**src/verilog/ccr_pkg.sv**
```systemverilog
package ccr_pkg;

	// ==========================================
	// register addresses in the direct special-function space
	localparam logic [7:0] ADDR_STACK_POINTER = 8'h81;
	localparam logic [7:0] ADDR_DATA_POINTER_LOW = 8'h82;
	localparam logic [7:0] ADDR_DATA_POINTER_HIGH = 8'h83;
	localparam logic [7:0] ADDR_PROCESSOR_FLAGS = 8'hD0;
	localparam logic [7:0] ADDR_ALU_PRIMARY_OPERAND = 8'hE0;
	localparam logic [7:0] ADDR_SECOND_OPERAND = 8'hF0;
	localparam logic [7:0] ADDR_MISC_CONTROL_STROBES = 8'hF8;

	// ==========================================
	// reset values
	localparam logic [7:0] RST_STACK_POINTER = 8'h07;
	localparam logic [7:0] RST_ZERO_BYTE = 8'h00;
	localparam logic [15:0] RST_DATA_POINTER = 16'h0000;

	// ==========================================
	// processor_flags field positions
	localparam int FLAG_CARRY = 7;
	localparam int FLAG_HALF_CARRY = 6;
	localparam int FLAG_USER_ZERO = 5;
	localparam int FLAG_BANK_HIGH = 4;
	localparam int FLAG_BANK_LOW = 3;
	localparam int FLAG_SIGNED_RANGE = 2;
	localparam int FLAG_USER_ONE = 1;
	localparam int FLAG_ONES_ODD = 0;

	// misc_control_strobes: writable bits and pointer select position
	localparam logic [7:0] MISC_WRITABLE_MASK = 8'hF9;
	localparam int MISC_POINTER_SELECT = 0;

	// ==========================================
	// micro-operations issued by the instruction sequencer
	typedef enum logic [4:0] {
		CCR_OP_NONE,
		CCR_OP_ADD,
		CCR_OP_ADDC,
		CCR_OP_SUBB,
		CCR_OP_MUL,
		CCR_OP_DIV,
		CCR_OP_DA,
		CCR_OP_RRC,
		CCR_OP_RLC,
		CCR_OP_SETB_C,
		CCR_OP_CLR_C,
		CCR_OP_CPL_C,
		CCR_OP_ANL_C,
		CCR_OP_ANL_C_NOT,
		CCR_OP_ORL_C,
		CCR_OP_ORL_C_NOT,
		CCR_OP_MOV_C,
		CCR_OP_CJNE,
		CCR_OP_LOAD_ACC,
		CCR_OP_PUSH,
		CCR_OP_POP,
		CCR_OP_CALL,
		CCR_OP_RET
	} ccr_op_t;

	// one request from the sequencer
	typedef struct packed {
		logic valid;
		ccr_op_t op;
		logic [7:0] operand;
		logic bit_in;
	} ccr_req_t;

	// register bus
	typedef struct packed {
		logic [7:0] addr;
		logic [7:0] wdata;
		logic wr;
		logic rd;
	} ccr_bus_t;

endpackage

```
**src/verilog/ccr_muldiv.sv**
```systemverilog
module ccr_muldiv
	import ccr_pkg::*;
#(
	parameter int WIDTH = 8
)
(
	// operands
	input wire logic [WIDTH-1:0] op_a,
	input wire logic [WIDTH-1:0] op_b,
	// results
	output logic [WIDTH-1:0] prod_low,
	output logic [WIDTH-1:0] prod_high,
	output logic prod_wide,
	output logic [WIDTH-1:0] quotient,
	output logic [WIDTH-1:0] remainder,
	output logic div_by_zero
);

	initial
	begin
		if (WIDTH < 1)
			$error("ccr_muldiv: WIDTH must be positive");
	end

	wire [2*WIDTH-1:0] product = {{WIDTH{1'b0}}, op_a} * {{WIDTH{1'b0}}, op_b};

	assign prod_low = product[WIDTH-1:0];
	assign prod_high = product[2*WIDTH-1:WIDTH];
	assign prod_wide = |prod_high;
	assign div_by_zero = (op_b == '0);
	// division by zero leaves both results undefined in the core; hold a
	// fixed pattern so the outcome is at least repeatable
	assign quotient = div_by_zero ? {WIDTH{1'b1}} : op_a / op_b;
	assign remainder = div_by_zero ? op_a : op_a % op_b;

endmodule

```
**src/verilog/ccr_bus_slave.sv**
```systemverilog
module ccr_bus_slave
	import ccr_pkg::*;
(
	// clock and reset
	input wire logic clk,
	input wire logic srst,
	// bus
	input wire ccr_bus_t bus,
	output logic [7:0] rdata,
	// register view
	input wire logic [7:0] stack_pointer,
	input wire logic [15:0] data_pointer,
	input wire logic [7:0] processor_flags,
	input wire logic [7:0] alu_primary_operand,
	input wire logic [7:0] second_operand_register,
	input wire logic [7:0] misc_control_strobes
);

	logic [7:0] sel_data;

	always_comb
	begin
		unique case (bus.addr)
			ADDR_STACK_POINTER: sel_data = stack_pointer;
			ADDR_DATA_POINTER_LOW: sel_data = data_pointer[7:0];
			ADDR_DATA_POINTER_HIGH: sel_data = data_pointer[15:8];
			ADDR_PROCESSOR_FLAGS: sel_data = processor_flags;
			ADDR_ALU_PRIMARY_OPERAND: sel_data = alu_primary_operand;
			ADDR_SECOND_OPERAND: sel_data = second_operand_register;
			ADDR_MISC_CONTROL_STROBES: sel_data = misc_control_strobes;
			default: sel_data = RST_ZERO_BYTE;
		endcase
	end

	// read data stand in the single cycle after the strobe
	always_ff @(posedge clk)
	begin
		if (srst)
			rdata <= RST_ZERO_BYTE;
		else if (bus.rd)
			rdata <= sel_data;
		else
			rdata <= RST_ZERO_BYTE;
	end

endmodule

```
**src/verilog/ccr_core_regs.sv**
```systemverilog
// Overview of operation
// - An 8-bit accumulator at E0h feeds most ALU operations, takes their results, and resets to zero.
// - An 8-bit second operand register at F0h feeds MUL and DIV, is otherwise scratch, and resets to zero.
// - Multiply and divide take their operands only from the accumulator and the second operand register.
// - DIV AB puts the quotient of accumulator over second operand into the accumulator.
// - The stack pointer at 81h addresses internal memory for saving the program counter on calls and restoring it on returns.
// - PUSH increments and POP decrements the stack pointer so it always marks the top of stack.
// - Two 16-bit data pointers share addresses 82h (low) and 83h (high) and both reset to zero.
// - Bit 0 of the control register at F8h chooses the active data pointer used for all pointer accesses.
// - The active data pointer supplies the 16-bit address for external data, offset code fetches and offset jumps.
// - ADD, ADDC and SUBB update carry, half carry and overflow; DA, rotates through carry, CJNE and carry-bit logic update only carry.
// - MUL and DIV clear carry, MUL sets overflow from the high product byte and DIV from a zero divisor, CLR C clears carry, and none touch half carry.
// - SETB C sets carry and leaves overflow and half carry alone.
// - The flags register at D0h holds carry, half carry, user flag, bank select, overflow, user flag and parity from bit 7 down, parity read-only, reset zero.
// - The bank select bits place working registers R0..R7 at 00h, 08h, 10h or 18h of internal RAM.
// - Every cycle hardware sets the parity bit when the accumulator holds an odd count of ones and clears it otherwise.
//
// Added by the designer: strobed register access.
module ccr_core_regs
	import ccr_pkg::*;
#(
	parameter int DATA_WIDTH = 8,
	parameter int POINTER_COUNT = 2
)
(
	// clock and reset
	input wire logic clk,
	input wire logic srst,
	// register bus
	input wire ccr_bus_t bus,
	output logic [7:0] bus_rdata,
	// sequencer requests
	input wire ccr_req_t req,
	// addresses and state toward the rest of the core
	output logic [7:0] stack_addr,
	output logic [15:0] pointer_addr,
	output logic [4:0] bank_base,
	output logic [7:0] acc_out,
	output logic [7:0] flags_out,
	output logic [7:0] misc_strobes_out
);

	initial
	begin
		if (DATA_WIDTH != 8)
			$error("ccr_core_regs: only an 8-bit data path is supported");
		if (POINTER_COUNT != 2)
			$error("ccr_core_regs: exactly two data pointers are supported");
		// the bank base below is built from two neighbouring flag bits
		if (FLAG_BANK_HIGH != FLAG_BANK_LOW + 1)
			$error("ccr_core_regs: bank select bits must be adjacent");
		if (MISC_WRITABLE_MASK[MISC_POINTER_SELECT] != 1'b1)
			$error("ccr_core_regs: pointer select bit must be writable");
	end

	// ==========================================
	// state
	logic [7:0] stack_pointer;
	logic [7:0] alu_primary_operand;
	logic [7:0] second_operand_register;
	logic [7:0] processor_flags;
	logic [7:0] misc_control_strobes;
	logic [15:0] data_pointer [POINTER_COUNT];

	// ==========================================
	// next values
	logic [7:0] next_acc;
	logic [7:0] next_second;
	logic [7:0] next_sp;
	logic [7:0] next_flags;

	// ==========================================
	// bus decode
	// an unmapped address matches none of these, so its write is dropped
	wire wr_sp = bus.wr && (bus.addr == ADDR_STACK_POINTER);
	wire wr_dpl = bus.wr && (bus.addr == ADDR_DATA_POINTER_LOW);
	wire wr_dph = bus.wr && (bus.addr == ADDR_DATA_POINTER_HIGH);
	wire wr_flags = bus.wr && (bus.addr == ADDR_PROCESSOR_FLAGS);
	wire wr_acc = bus.wr && (bus.addr == ADDR_ALU_PRIMARY_OPERAND);
	wire wr_second = bus.wr && (bus.addr == ADDR_SECOND_OPERAND);
	wire wr_misc = bus.wr && (bus.addr == ADDR_MISC_CONTROL_STROBES);

	wire pointer_select = misc_control_strobes[MISC_POINTER_SELECT];
	wire [15:0] active_pointer = data_pointer[pointer_select];

	// ==========================================
	// multiply and divide, fed only by the two operand registers
	wire [7:0] md_prod_low;
	wire [7:0] md_prod_high;
	wire md_prod_wide;
	wire [7:0] md_quotient;
	wire [7:0] md_remainder;
	wire md_div_zero;

	ccr_muldiv #(
		.WIDTH(DATA_WIDTH)
	) u_muldiv (
		.op_a(alu_primary_operand),
		.op_b(second_operand_register),
		.prod_low(md_prod_low),
		.prod_high(md_prod_high),
		.prod_wide(md_prod_wide),
		.quotient(md_quotient),
		.remainder(md_remainder),
		.div_by_zero(md_div_zero)
	);

	// ==========================================
	// add and subtract
	wire carry_in = processor_flags[FLAG_CARRY];
	wire is_sub = (req.op == CCR_OP_SUBB);
	wire use_carry = (req.op == CCR_OP_ADDC) || is_sub;
	wire cin = use_carry & carry_in;
	wire [7:0] opnd_eff = is_sub ? ~req.operand : req.operand;
	wire cin_eff = is_sub ? ~cin : cin;
	wire [4:0] low_sum = {1'b0, alu_primary_operand[3:0]} + {1'b0, opnd_eff[3:0]}
		+ {4'h0, cin_eff};
	wire [3:0] mid_sum = {1'b0, alu_primary_operand[6:4]} + {1'b0, opnd_eff[6:4]}
		+ {3'h0, low_sum[4]};
	wire [1:0] top_sum = {1'b0, alu_primary_operand[7]} + {1'b0, opnd_eff[7]}
		+ {1'b0, mid_sum[3]};
	wire [7:0] sum_res = {top_sum[0], mid_sum[2:0], low_sum[3:0]};
	// signed overflow: the carry into the sign bit differs from the carry out of it
	wire carry_into_sign = mid_sum[3];
	wire carry_out_sign = top_sum[1];
	// subtraction reports a borrow, the inverse of the adder carry
	wire sum_cy = is_sub ? ~carry_out_sign : carry_out_sign;
	wire sum_ac = is_sub ? ~low_sum[4] : low_sum[4];
	wire sum_ov = carry_out_sign ^ carry_into_sign;

	// ==========================================
	// decimal adjust: add six to each digit that left the range 0 to 9
	localparam logic [3:0] BCD_DIGIT_MAX = 4'h9;
	localparam logic [8:0] BCD_LOW_ADJUST = 9'h006;
	localparam logic [8:0] BCD_HIGH_ADJUST = 9'h060;
	localparam logic [8:0] BCD_NO_ADJUST = 9'h000;
	wire da_low_fix = (alu_primary_operand[3:0] > BCD_DIGIT_MAX)
		|| processor_flags[FLAG_HALF_CARRY];
	wire [8:0] da_step1 = {1'b0, alu_primary_operand}
		+ (da_low_fix ? BCD_LOW_ADJUST : BCD_NO_ADJUST);
	wire da_high_fix = (da_step1[7:4] > BCD_DIGIT_MAX) || da_step1[8] || carry_in;
	wire [8:0] da_step2 = {1'b0, da_step1[7:0]}
		+ (da_high_fix ? BCD_HIGH_ADJUST : BCD_NO_ADJUST);
	wire da_cy = carry_in | da_step1[8] | da_step2[8];

	// ==========================================
	// accumulator, second operand, flags
	always_comb
	begin
		next_acc = alu_primary_operand;
		next_second = second_operand_register;
		next_flags = processor_flags;
		// carry-only operations leave half carry and overflow as they were
		if (req.valid)
		begin
			unique case (req.op)
				CCR_OP_ADD, CCR_OP_ADDC, CCR_OP_SUBB:
				begin
					next_acc = sum_res;
					next_flags[FLAG_CARRY] = sum_cy;
					next_flags[FLAG_HALF_CARRY] = sum_ac;
					next_flags[FLAG_SIGNED_RANGE] = sum_ov;
				end
				CCR_OP_MUL:
				begin
					next_acc = md_prod_low;
					next_second = md_prod_high;
					next_flags[FLAG_CARRY] = 1'b0;
					next_flags[FLAG_SIGNED_RANGE] = md_prod_wide;
				end
				CCR_OP_DIV:
				begin
					next_acc = md_quotient;
					next_second = md_remainder;
					next_flags[FLAG_CARRY] = 1'b0;
					next_flags[FLAG_SIGNED_RANGE] = md_div_zero;
				end
				CCR_OP_DA:
				begin
					next_acc = da_step2[7:0];
					next_flags[FLAG_CARRY] = da_cy;
				end
				CCR_OP_RRC:
				begin
					next_acc = {carry_in, alu_primary_operand[7:1]};
					next_flags[FLAG_CARRY] = alu_primary_operand[0];
				end
				CCR_OP_RLC:
				begin
					next_acc = {alu_primary_operand[6:0], carry_in};
					next_flags[FLAG_CARRY] = alu_primary_operand[7];
				end
				CCR_OP_SETB_C:
					next_flags[FLAG_CARRY] = 1'b1;
				CCR_OP_CLR_C:
					next_flags[FLAG_CARRY] = 1'b0;
				CCR_OP_CPL_C:
					next_flags[FLAG_CARRY] = ~carry_in;
				CCR_OP_ANL_C:
					next_flags[FLAG_CARRY] = carry_in & req.bit_in;
				CCR_OP_ANL_C_NOT:
					next_flags[FLAG_CARRY] = carry_in & ~req.bit_in;
				CCR_OP_ORL_C:
					next_flags[FLAG_CARRY] = carry_in | req.bit_in;
				CCR_OP_ORL_C_NOT:
					next_flags[FLAG_CARRY] = carry_in | ~req.bit_in;
				CCR_OP_MOV_C:
					next_flags[FLAG_CARRY] = req.bit_in;
				CCR_OP_CJNE:
					// carry is set when the accumulator is below the compare value
					next_flags[FLAG_CARRY] = (alu_primary_operand < req.operand);
				CCR_OP_LOAD_ACC:
					next_acc = req.operand;
				default:
				begin
				end
			endcase
		end
		// a software write lands after the instruction result
		if (wr_acc)
			next_acc = bus.wdata;
		if (wr_second)
			next_second = bus.wdata;
		if (wr_flags)
			next_flags = bus.wdata;
		// parity always tracks the accumulator value being stored
		next_flags[FLAG_ONES_ODD] = ^next_acc;
	end

	// ==========================================
	// stack pointer
	// one step per push, pop, call or return; a call moves the pointer by a single step for the whole program counter
	localparam logic [7:0] STACK_STEP = 8'h01;
	always_comb
	begin
		next_sp = stack_pointer;
		if (req.valid)
		begin
			unique case (req.op)
				CCR_OP_PUSH, CCR_OP_CALL:
					next_sp = stack_pointer + STACK_STEP;
				CCR_OP_POP, CCR_OP_RET:
					next_sp = stack_pointer - STACK_STEP;
				default:
					next_sp = stack_pointer;
			endcase
		end
		// a software write beats a push or pop in the same cycle
		if (wr_sp)
			next_sp = bus.wdata;
	end

	// push and call write at the incremented slot; pop and return read the
	// current top, so the address follows the operation in the same cycle
	wire sp_grows = req.valid && ((req.op == CCR_OP_PUSH) || (req.op == CCR_OP_CALL));
	wire [7:0] next_stack_addr = sp_grows ? next_sp : stack_pointer;

	// ==========================================
	// registers
	always_ff @(posedge clk)
	begin
		if (srst)
		begin
			stack_pointer <= RST_STACK_POINTER;
			alu_primary_operand <= RST_ZERO_BYTE;
			second_operand_register <= RST_ZERO_BYTE;
			processor_flags <= RST_ZERO_BYTE;
			misc_control_strobes <= RST_ZERO_BYTE;
		end
		else
		begin
			stack_pointer <= next_sp;
			alu_primary_operand <= next_acc;
			second_operand_register <= next_second;
			processor_flags <= next_flags;
			// bits 2:1 are not built and always read back as zero
			if (wr_misc)
				misc_control_strobes <= bus.wdata & MISC_WRITABLE_MASK;
		end
	end

	// only the active pointer answers a write at the shared addresses
	generate
		for (genvar i = 0; i < POINTER_COUNT; i++)
		begin : g_ptr
			// the idle pointer keeps its value, so software may park an address in it
			wire is_active = (pointer_select == 1'(i));
			always_ff @(posedge clk)
			begin
				if (srst)
					data_pointer[i] <= RST_DATA_POINTER;
				else if (is_active && wr_dpl)
					data_pointer[i][7:0] <= bus.wdata;
				else if (is_active && wr_dph)
					data_pointer[i][15:8] <= bus.wdata;
			end
		end
	endgenerate

	// ==========================================
	// working register bank base: bank number times eight
	wire [4:0] next_bank_base = {next_flags[FLAG_BANK_HIGH], next_flags[FLAG_BANK_LOW],
		3'b000};

	// ==========================================
	// outputs
	// the external address follows the pointer select one cycle late
	always_ff @(posedge clk)
	begin
		if (srst)
		begin
			stack_addr <= RST_ZERO_BYTE;
			pointer_addr <= RST_DATA_POINTER;
			bank_base <= 5'h00;
			acc_out <= RST_ZERO_BYTE;
			flags_out <= RST_ZERO_BYTE;
			misc_strobes_out <= RST_ZERO_BYTE;
		end
		else
		begin
			stack_addr <= next_stack_addr;
			pointer_addr <= active_pointer;
			bank_base <= next_bank_base;
			acc_out <= next_acc;
			flags_out <= next_flags;
			misc_strobes_out <= misc_control_strobes;
		end
	end

	ccr_bus_slave u_bus (
		.clk(clk),
		.srst(srst),
		.bus(bus),
		.rdata(bus_rdata),
		.stack_pointer(stack_pointer),
		.data_pointer(active_pointer),
		.processor_flags(processor_flags),
		.alu_primary_operand(alu_primary_operand),
		.second_operand_register(second_operand_register),
		.misc_control_strobes(misc_control_strobes)
	);

endmodule

```
**config.mk**
```make
export PLATFORM = sky130hd
export DESIGN_NAME = ccr_core_regs
export DESIGN_NICKNAME = d
export VERILOG_FILES = /design/src/verilog/ccr_pkg.sv /design/src/verilog/ccr_muldiv.sv /design/src/verilog/ccr_bus_slave.sv /design/src/verilog/ccr_core_regs.sv
export SDC_FILE = /design/constraint.sdc
export NUM_CORES = 1
export LEC_CHECK = 0
export BUFFER_PORTS_ARGS = -buffer_cell sky130_fd_sc_hd__buf_2
export CORE_ASPECT_RATIO = 0.75
export CORE_MARGIN = 2
export CORE_UTILIZATION = 45
export CTS_CLUSTER_SIZE = 14
export DETAILED_ROUTE_END_ITERATION = 8
export GPL_ROUTABILITY_DRIVEN = 1
export GPL_TIMING_DRIVEN = 0
export PLACE_DENSITY = 0.6
export SYNTH_ARGS = -nofsm -noshare
export SYNTH_HDL_FRONTEND = slang
export SYNTH_SLANG_ARGS = --single-unit
export TNS_END_PERCENT = 20
```
**constraint.sdc**
```tcl
create_clock -name clk -period 23.3 [get_ports clk]
set_input_delay 4.66 -clock clk [delete_from_list [all_inputs] [get_ports clk]]
set_output_delay 4.66 -clock clk [all_outputs]
set_load 0.03 [all_outputs]
```
==> summary.md, run 1 <==
| Metric | Value |
|---|---|
| Outcome | finished, final reports clean |
| Slowest stage delay, CP | ~0.76 ns |
| Detailed Place HPWL | between 20000 and 30000 microns |
| Rows | 48 |
| DR iter-0 viols | between 1000 and 1500 |
| I/O pin count | 96 |
| Yosys top cell area share | 0.1480 |
| Ys async rst share | 0 |
| Cell taking the most area after synthesis | dfxtp_1 |
| Final nets | around 1500 |
| Cells taking the most area after synthesis | dfxtp_1, ha_1, edfxtp_1, fa_1, mux2i_1 |
| Fill cell instance count of the final layout | roughly 2200 |
| EDFF count, synth | 32 |
| Post-synth top flop | dfxtp_1 |
| Ant diodes | 0 |
| Complex-gate fraction of the synthesized area | 0.1856 |
| Commonest non-fill, non-tap cell in the layout | nor2_1 |
| Total Wirelength | between 30000 and 40000 microns |
| Clock Tree Root | clkbuf_16 |
| Die height | between 100 and 150 microns |
| Final instance area | about 0.012 sq mm |
| Post-CTS setup buffer count | 0 |
| First-pass GRT wire length | just over 50000 microns |
| Clock buffer depth | 2 |
| RD Place Congestion | between 0.9 and 1 |
| Netlist cell types | 83 |
| Cells after Synth | 1199 |
| Slowest-stage cell, CP | dfxtp_1 |
| Placed Area | between 0.01 and 0.015 sq mm |
| Mapped Area | approximately 0.010 sq mm |
| Clock-pin slew on the worst setup and hold paths | approximately 0.08 ns |
| Vias | 9498 |
| DIE AREA | around 0.024 sq mm |
| Vias per inst | 5.925 |
| Post-Route Setup TNS | 0 ns |
| Fmax | 0.07153 GHz |
| Cell mode on critical path | ha_1 |
| Largest net degree at the start of global routing | 23 |
| WP data required | 23.57 ns |
| Mux cell area share after synthesis | 0.06726 |
| Die Width | roughly 180 microns |
| Vias in the first global route | around 8700 |
| Detail Route Antenna Nets | 0 |
| Final setup vio count | 0 |
| Layout cell share with drive strength beyond 1 | 0.1159 |
| Post-synthesis xor/xnor area fraction | 0.05104 |
| Post-CTS resize count | 0 |
| Number of hold buffers added after cts | 0 |
| CP Max Fanout | 12 |
| Arrival time at the worst endpoint | approximately 14 ns |
| Crit share post-route | 0.6000 |
| Minimum clock period | approximately 14 ns |
| Synthesized-area fraction occupied by adder cells | 0.2054 |
| Hold Crit Class | flip-flop to flip-flop |
| Total grt overflow | 0 |
| WL per Instance | around 20 microns |
| CTS tree | done |
| RSZ-0062 raised after global routing | false |
| Global Route Usage Sum | 0.2660 |
| Port-buffer cells | 83 |
| Max cap viols | 0 |
| Area delta synth->final | 10.76% |
| Core area | ~0.023 sq mm |
| H-tree depth | 3 |
| Yosys warning total | 0 |
| Synthesized flop and latch total | between 100 and 150 |
| DRT Pass-1 Iters | 7 |
| CTS Sinks | about 110 |
| Pins over their slew limit | 0 |
| Measured slew at the worst slew-check pin | between 1 and 1.5 ns |
| DRC | 0 |
| Setup Skew | a little under 0.01 ns |
| Combinational family with the most area after synthesis | adder cells |
| Initial antenna violation count | 0 |
| Crit Path Category | flip-flop to flip-flop |
| Inserted Clock Buffers | 9 |
| Synthesized area per cell | ~8.7 sq um |
| Startpoint types | flip-flop |
| Register area share after synthesis | 0.2402 |
| Post-route setup slack | just over 9 ns |
| Nature of the critical path endpoint | flip-flop |
| Clock latency on the worst-skew pair | between 0.3 and 0.4 ns |
| Most frequent cells in the layout | nor2_1, ha_1, buf_2 |
| Slew HR | 0.2558 |
| Initial Utilization | 0.4553 |
| Final hold viol count | 0 |
| Pre-CTS setup slack | about 9.7 ns |
| Simple-Gate Fraction of Synth Area | 0.1871 |
-- state kept, by name, summed over array words and instances (netlist names), named ones only --
name and flops:
data_pointer 32, pointer_addr 16, acc_out 8, second_operand_register 8, stack_addr 8, stack_pointer 8, u_bus.rdata 8, flags_out 6
misc_control_strobes 6, misc_strobes_out 6, bank_base 2
-- final cells by class --
| cell class | count | area, sq um | share of cell area |
|---|---|---|---|
| clock inverter | 7 | 76.32 | 0.006615 |
| timing repair buffer | 84 | 422.9 | 0.03665 |
| multi-input combinational | 931 | 7279 | 0.6309 |
| sequential | 109 | 2502 | 0.2169 |
| tap | 300 | 375.4 | 0.03253 |
| inverter | 86 | 322.8 | 0.02798 |
| clock buffer | 9 | 225.2 | 0.01952 |
| buffer | 77 | 334.1 | 0.02895 |
-- critical path, delay by kind of cell, from the launching register on --
kind / cells / cell delay (ns)
adder cells (fa/ha/maj): 8 / 2.45
AND/OR/NAND/NOR: 10 / 2.49
AO/OA/AOI/OAI: 24 / 5.66
buffers and inverters: 6 / 1.66
flip-flops: 1 / 0.76
multiplexers: 3 / 0.89
-- metal layers --
metal | GRT usage | vias to the layer above | routed length, microns
met5 | 0 | - | 0
met4 | 0.03749 | 0 | 316
met3 | 0.04489 | 33 | 2906
met2 | 0.3872 | 419 | 13500
met1 | 0.4160 | 4601 | 16110
li1 | - | 4445 | -
-- logic make-up (layout without fill, tap and decap cells) --
family | Yosys count | count (layout)
adders and majority gates | 144 | 144
buffers and inverters | 163 | 263
AOI/OAI and AO/OA | 287 | 287
and+or+nand+nor | 380 | 380
xor gates and xnor gates | 56 | 56
DFF | 109 | 109
muxes | 59 | 59
other | 1 | 5
-- synth_stat cells, drive strengths merged, types with 11 or more instances --
master	count
nor2	113
ha	99
nand2	85
a21oi	84
inv	84
dfxtp	77
clkbuf	58
and2	46
mux2i	46
fa	45
xnor2	42
o21ai	34
edfxtp	32
nor3	28
nor2b	22
a21o	21
o21a	21
buf	19
a211oi	17
nand3	16
a22oi	14
xor2	11
-- through the flow --
step / std cells / hold slack [ns] / utilization
after global placement: 1586 / 0.4615 / 0.4905
final: 1603 / 0.4794 / 0.5043
after detailed placement: 1587 / 0.4661 / 0.4911
after CTS: 1603 / 0.4755 / 0.5043
after floorplan: 1203 / 0.4451 / -
after global routing: 1603 / 0.4961 / 0.5043
-- path summary, 6_finish.rpt --
check | start | end | slack, ns | cells after the start
max | second_operand_register[0] | second_operand_register[4] | 9.32 | 51
min | misc_control_strobes[4] | misc_control_strobes[4] | 0.48 | 2
max reg2reg | second_operand_register[0] | second_operand_register[4] | 9.32 | 51
min reg2reg | misc_control_strobes[4] | misc_control_strobes[4] | 0.48 | 2
Power of run 1 is not shown: default switching activity piles up to over one toggle a cycle in this logic, so the estimate is an artifact.
==> run 2, diff against run 1 <==
PLACE_DENSITY = 0.63   (was 0.6)
clock period = 11.5 ns   (was 23.3 ns; I/O delays follow)
==> summary.md, run 2 (synthesized netlist as in run 1, its figures left out) <==
| Metric | Value |
|---|---|
| Final hold viol count | 0 |
| Most frequent cells in the layout | nor2_1, ha_1, buf_2 |
| Arrival time at the worst endpoint | between 10 and 15 ns |
| Max cap viols | 0 |
| CP top delay family | compound AO/OA/AOI/OAI gates |
| Number of hold buffers added after cts | 0 |
| Slowest stage delay, CP | approximately 0.62 ns |
| Detailed Place HPWL | between 20000 and 25000 microns |
| WHS Endpoint | misc_control_strobes[3] |
| Slowest-stage cell, CP | dfxtp_1 |
| Largest regs | data_pointer x32, pointer_addr x16 |
| Most flops, register | data_pointer |
| Initial antenna violation count | 0 |
| DRC | 0 |
| Inserted Clock Buffers | 9 |
| Die Width | between 150 and 200 microns |
| WP buf/inv | 6 |
| FF-to-FF setup slack | 0.45 ns |
| Ant diodes | 0 |
| Reg-to-reg endpoint | second_operand_register[4] |
| Final nets | roughly 1500 |
| RD Place Congestion | slightly above 0.9 |
| DRT Pass-1 Iters | 8 |
| Final design utilization | 0.5123 |
| Fmax | 0.09051 GHz |
| Area delta synth->final | 12.53% |
| Clock buffer depth | 2 |
| Total Wirelength | about 33000 microns |
| Nature of the critical path endpoint | flip-flop |
| DR iter-0 viols | about 1000 |
| Measured slew at the worst slew-check pin | around 1.0 ns |
| Initial Utilization | 0.4553 |
| Layout cell share with drive strength beyond 1 | 0.1448 |
| Startpoint types | flip-flop |
| Largest register FFs | 32 |
| Setup Skew | 0.01592 ns |
| Wire length on met2 | between 10000 and 15000 microns |
| Crit share post-route | 0.9608 |
| Slew HR | 0.3122 |
| Outcome | finished, final reports clean |
| Pins over their slew limit | 0 |
| Reg2reg path depth | between 50 and 60 |
| Vias | roughly 9500 |
| Hold Path Depth | 2 |
| First-pass GRT wire length | 49980 microns |
| Rows | 48 |
| Commonest non-fill, non-tap cell in the layout | nor2_1 |
| Port-buffer cells | 83 |
| WP data required | ~12 ns |
| DIE AREA | 0.02440 sq mm |
| Global Route Usage Sum | 0.2638 |
| Die height | 135.8 microns |
| Detail Route Antenna Nets | 0 |
| Cell mode on critical path | a21oi_1 |
| Clock latency on the worst-skew pair | around 0.36 ns |
| Core area | approximately 0.023 sq mm |
| Clock-pin slew on the worst setup and hold paths | 0.08 ns |
| CP Max Fanout | 10 |
| Minimum clock period | around 11 ns |
| Total grt overflow | 0 |
| Post-Route Setup TNS | 0 ns |
| Hold Crit Start | misc_control_strobes[3] |
| Crit Path Category | flip-flop to flip-flop |
| RR Startpoint | second_operand_register[2] |
| H-tree depth | 3 |
| Clock Tree Root | clkbuf_16 |
| I/O pin count | 96 |
| DR top layer | met4 |
| Largest net degree at the start of global routing | 23 |
| Final setup vio count | 0 |
| WL per Instance | roughly 20 microns |
| CTS Sinks | 109 |
| Hold Crit Class | flip-flop to flip-flop |
| CTS tree | done |
| Vias per inst | just under 6 |
| M1 wire length | roughly 16000 microns |
| Met3 wire len | 3548 microns |
| Vias in the first global route | roughly 9000 |
[run 2: cell types whose count changed in the layout (fill, tap and decap cells not counted), moves of 3 or more]
cell	before	now
o21ai_2	0	4
o21ai_0	32	27
clkbuf_1	58	52
clkbuf_4	0	3
buf_4	9	20
[run 2: cell type report]
type	instances	area, sq um
Timing Repair Buffer	95	505.5
Tap cell	300	375.4
Inverter	86	326.6
Sequential cell	109	2507
Clock inverter	7	83.83
Fill cell	2243	11160
Buffer	75	339.1
Multi-Input combinational cell	931	7360
Clock buffer	9	225.2
[run 2: worst register-to-register path: cells and delay by family, from the launching register on]
family	cells	cell delay [ns]
AND/OR/NAND/NOR	12	2.43
XOR/XNOR	1	0.10
buffers and inverters	6	0.79
multiplexers	4	1.32
AO/OA/AOI/OAI	21	3.72
adder cells (fa/ha/maj)	7	2.01
flip-flops	1	0.62
[run 2: how the worst max path moves through the flow]
stage	depth (start not counted)	start	slack [ns]	endpoint
3_5_place_dp	50	second_operand_register[0]	-2.02	second_operand_register[4]
2_1_floorplan	50	acc_out[7]	0.62	second_operand_register[4]
3_3_place_gp	49	second_operand_register[0]	-1.97	second_operand_register[4]
5_1_grt	52	second_operand_register[4]	-0.04	second_operand_register[4]
4_1_cts	50	second_operand_register[4]	0.06	second_operand_register[4]
6_report	51	second_operand_register[2]	0.45	second_operand_register[4]
[run 2: timing repair]
item	4_1_cts	5_1_grt
buffers inserted	4	7
gates resized for setup	21	21
hold endpoints to repair	0	0
endpoints found under the setup margin	10	10
pin swaps	3	6
[run 2: metal layers]
| layer | vias to the layer above | track usage |
|---|---|---|
| met5 | - | 0 |
| met4 | 0 | 0.03659 |
| met3 | 28 | 0.06720 |
| met2 | 460 | 0.3851 |
| met1 | 4563 | 0.3980 |
| li1 | 4471 | - |
[run 2: per-stage QoR]
| step | hold slack, ns | instance area (sq um) | worst slack (ns) | cells |
|---|---|---|---|---|
| floorplan | 0.4451 | 10430 | 0.6242 | 1203 |
| global placement | 0.4769 | 11220 | -1.972 | 1586 |
| detailed placement | 0.4776 | 11240 | -2.016 | 1587 |
| CTS | 0.4889 | 11620 | 0.06041 | 1607 |
| global route | 0.4975 | 11720 | -0.04079 | 1612 |
| finish | 0.4973 | 11720 | 0.4513 | 1612 |
Power of run 2 is left out for the same reason.
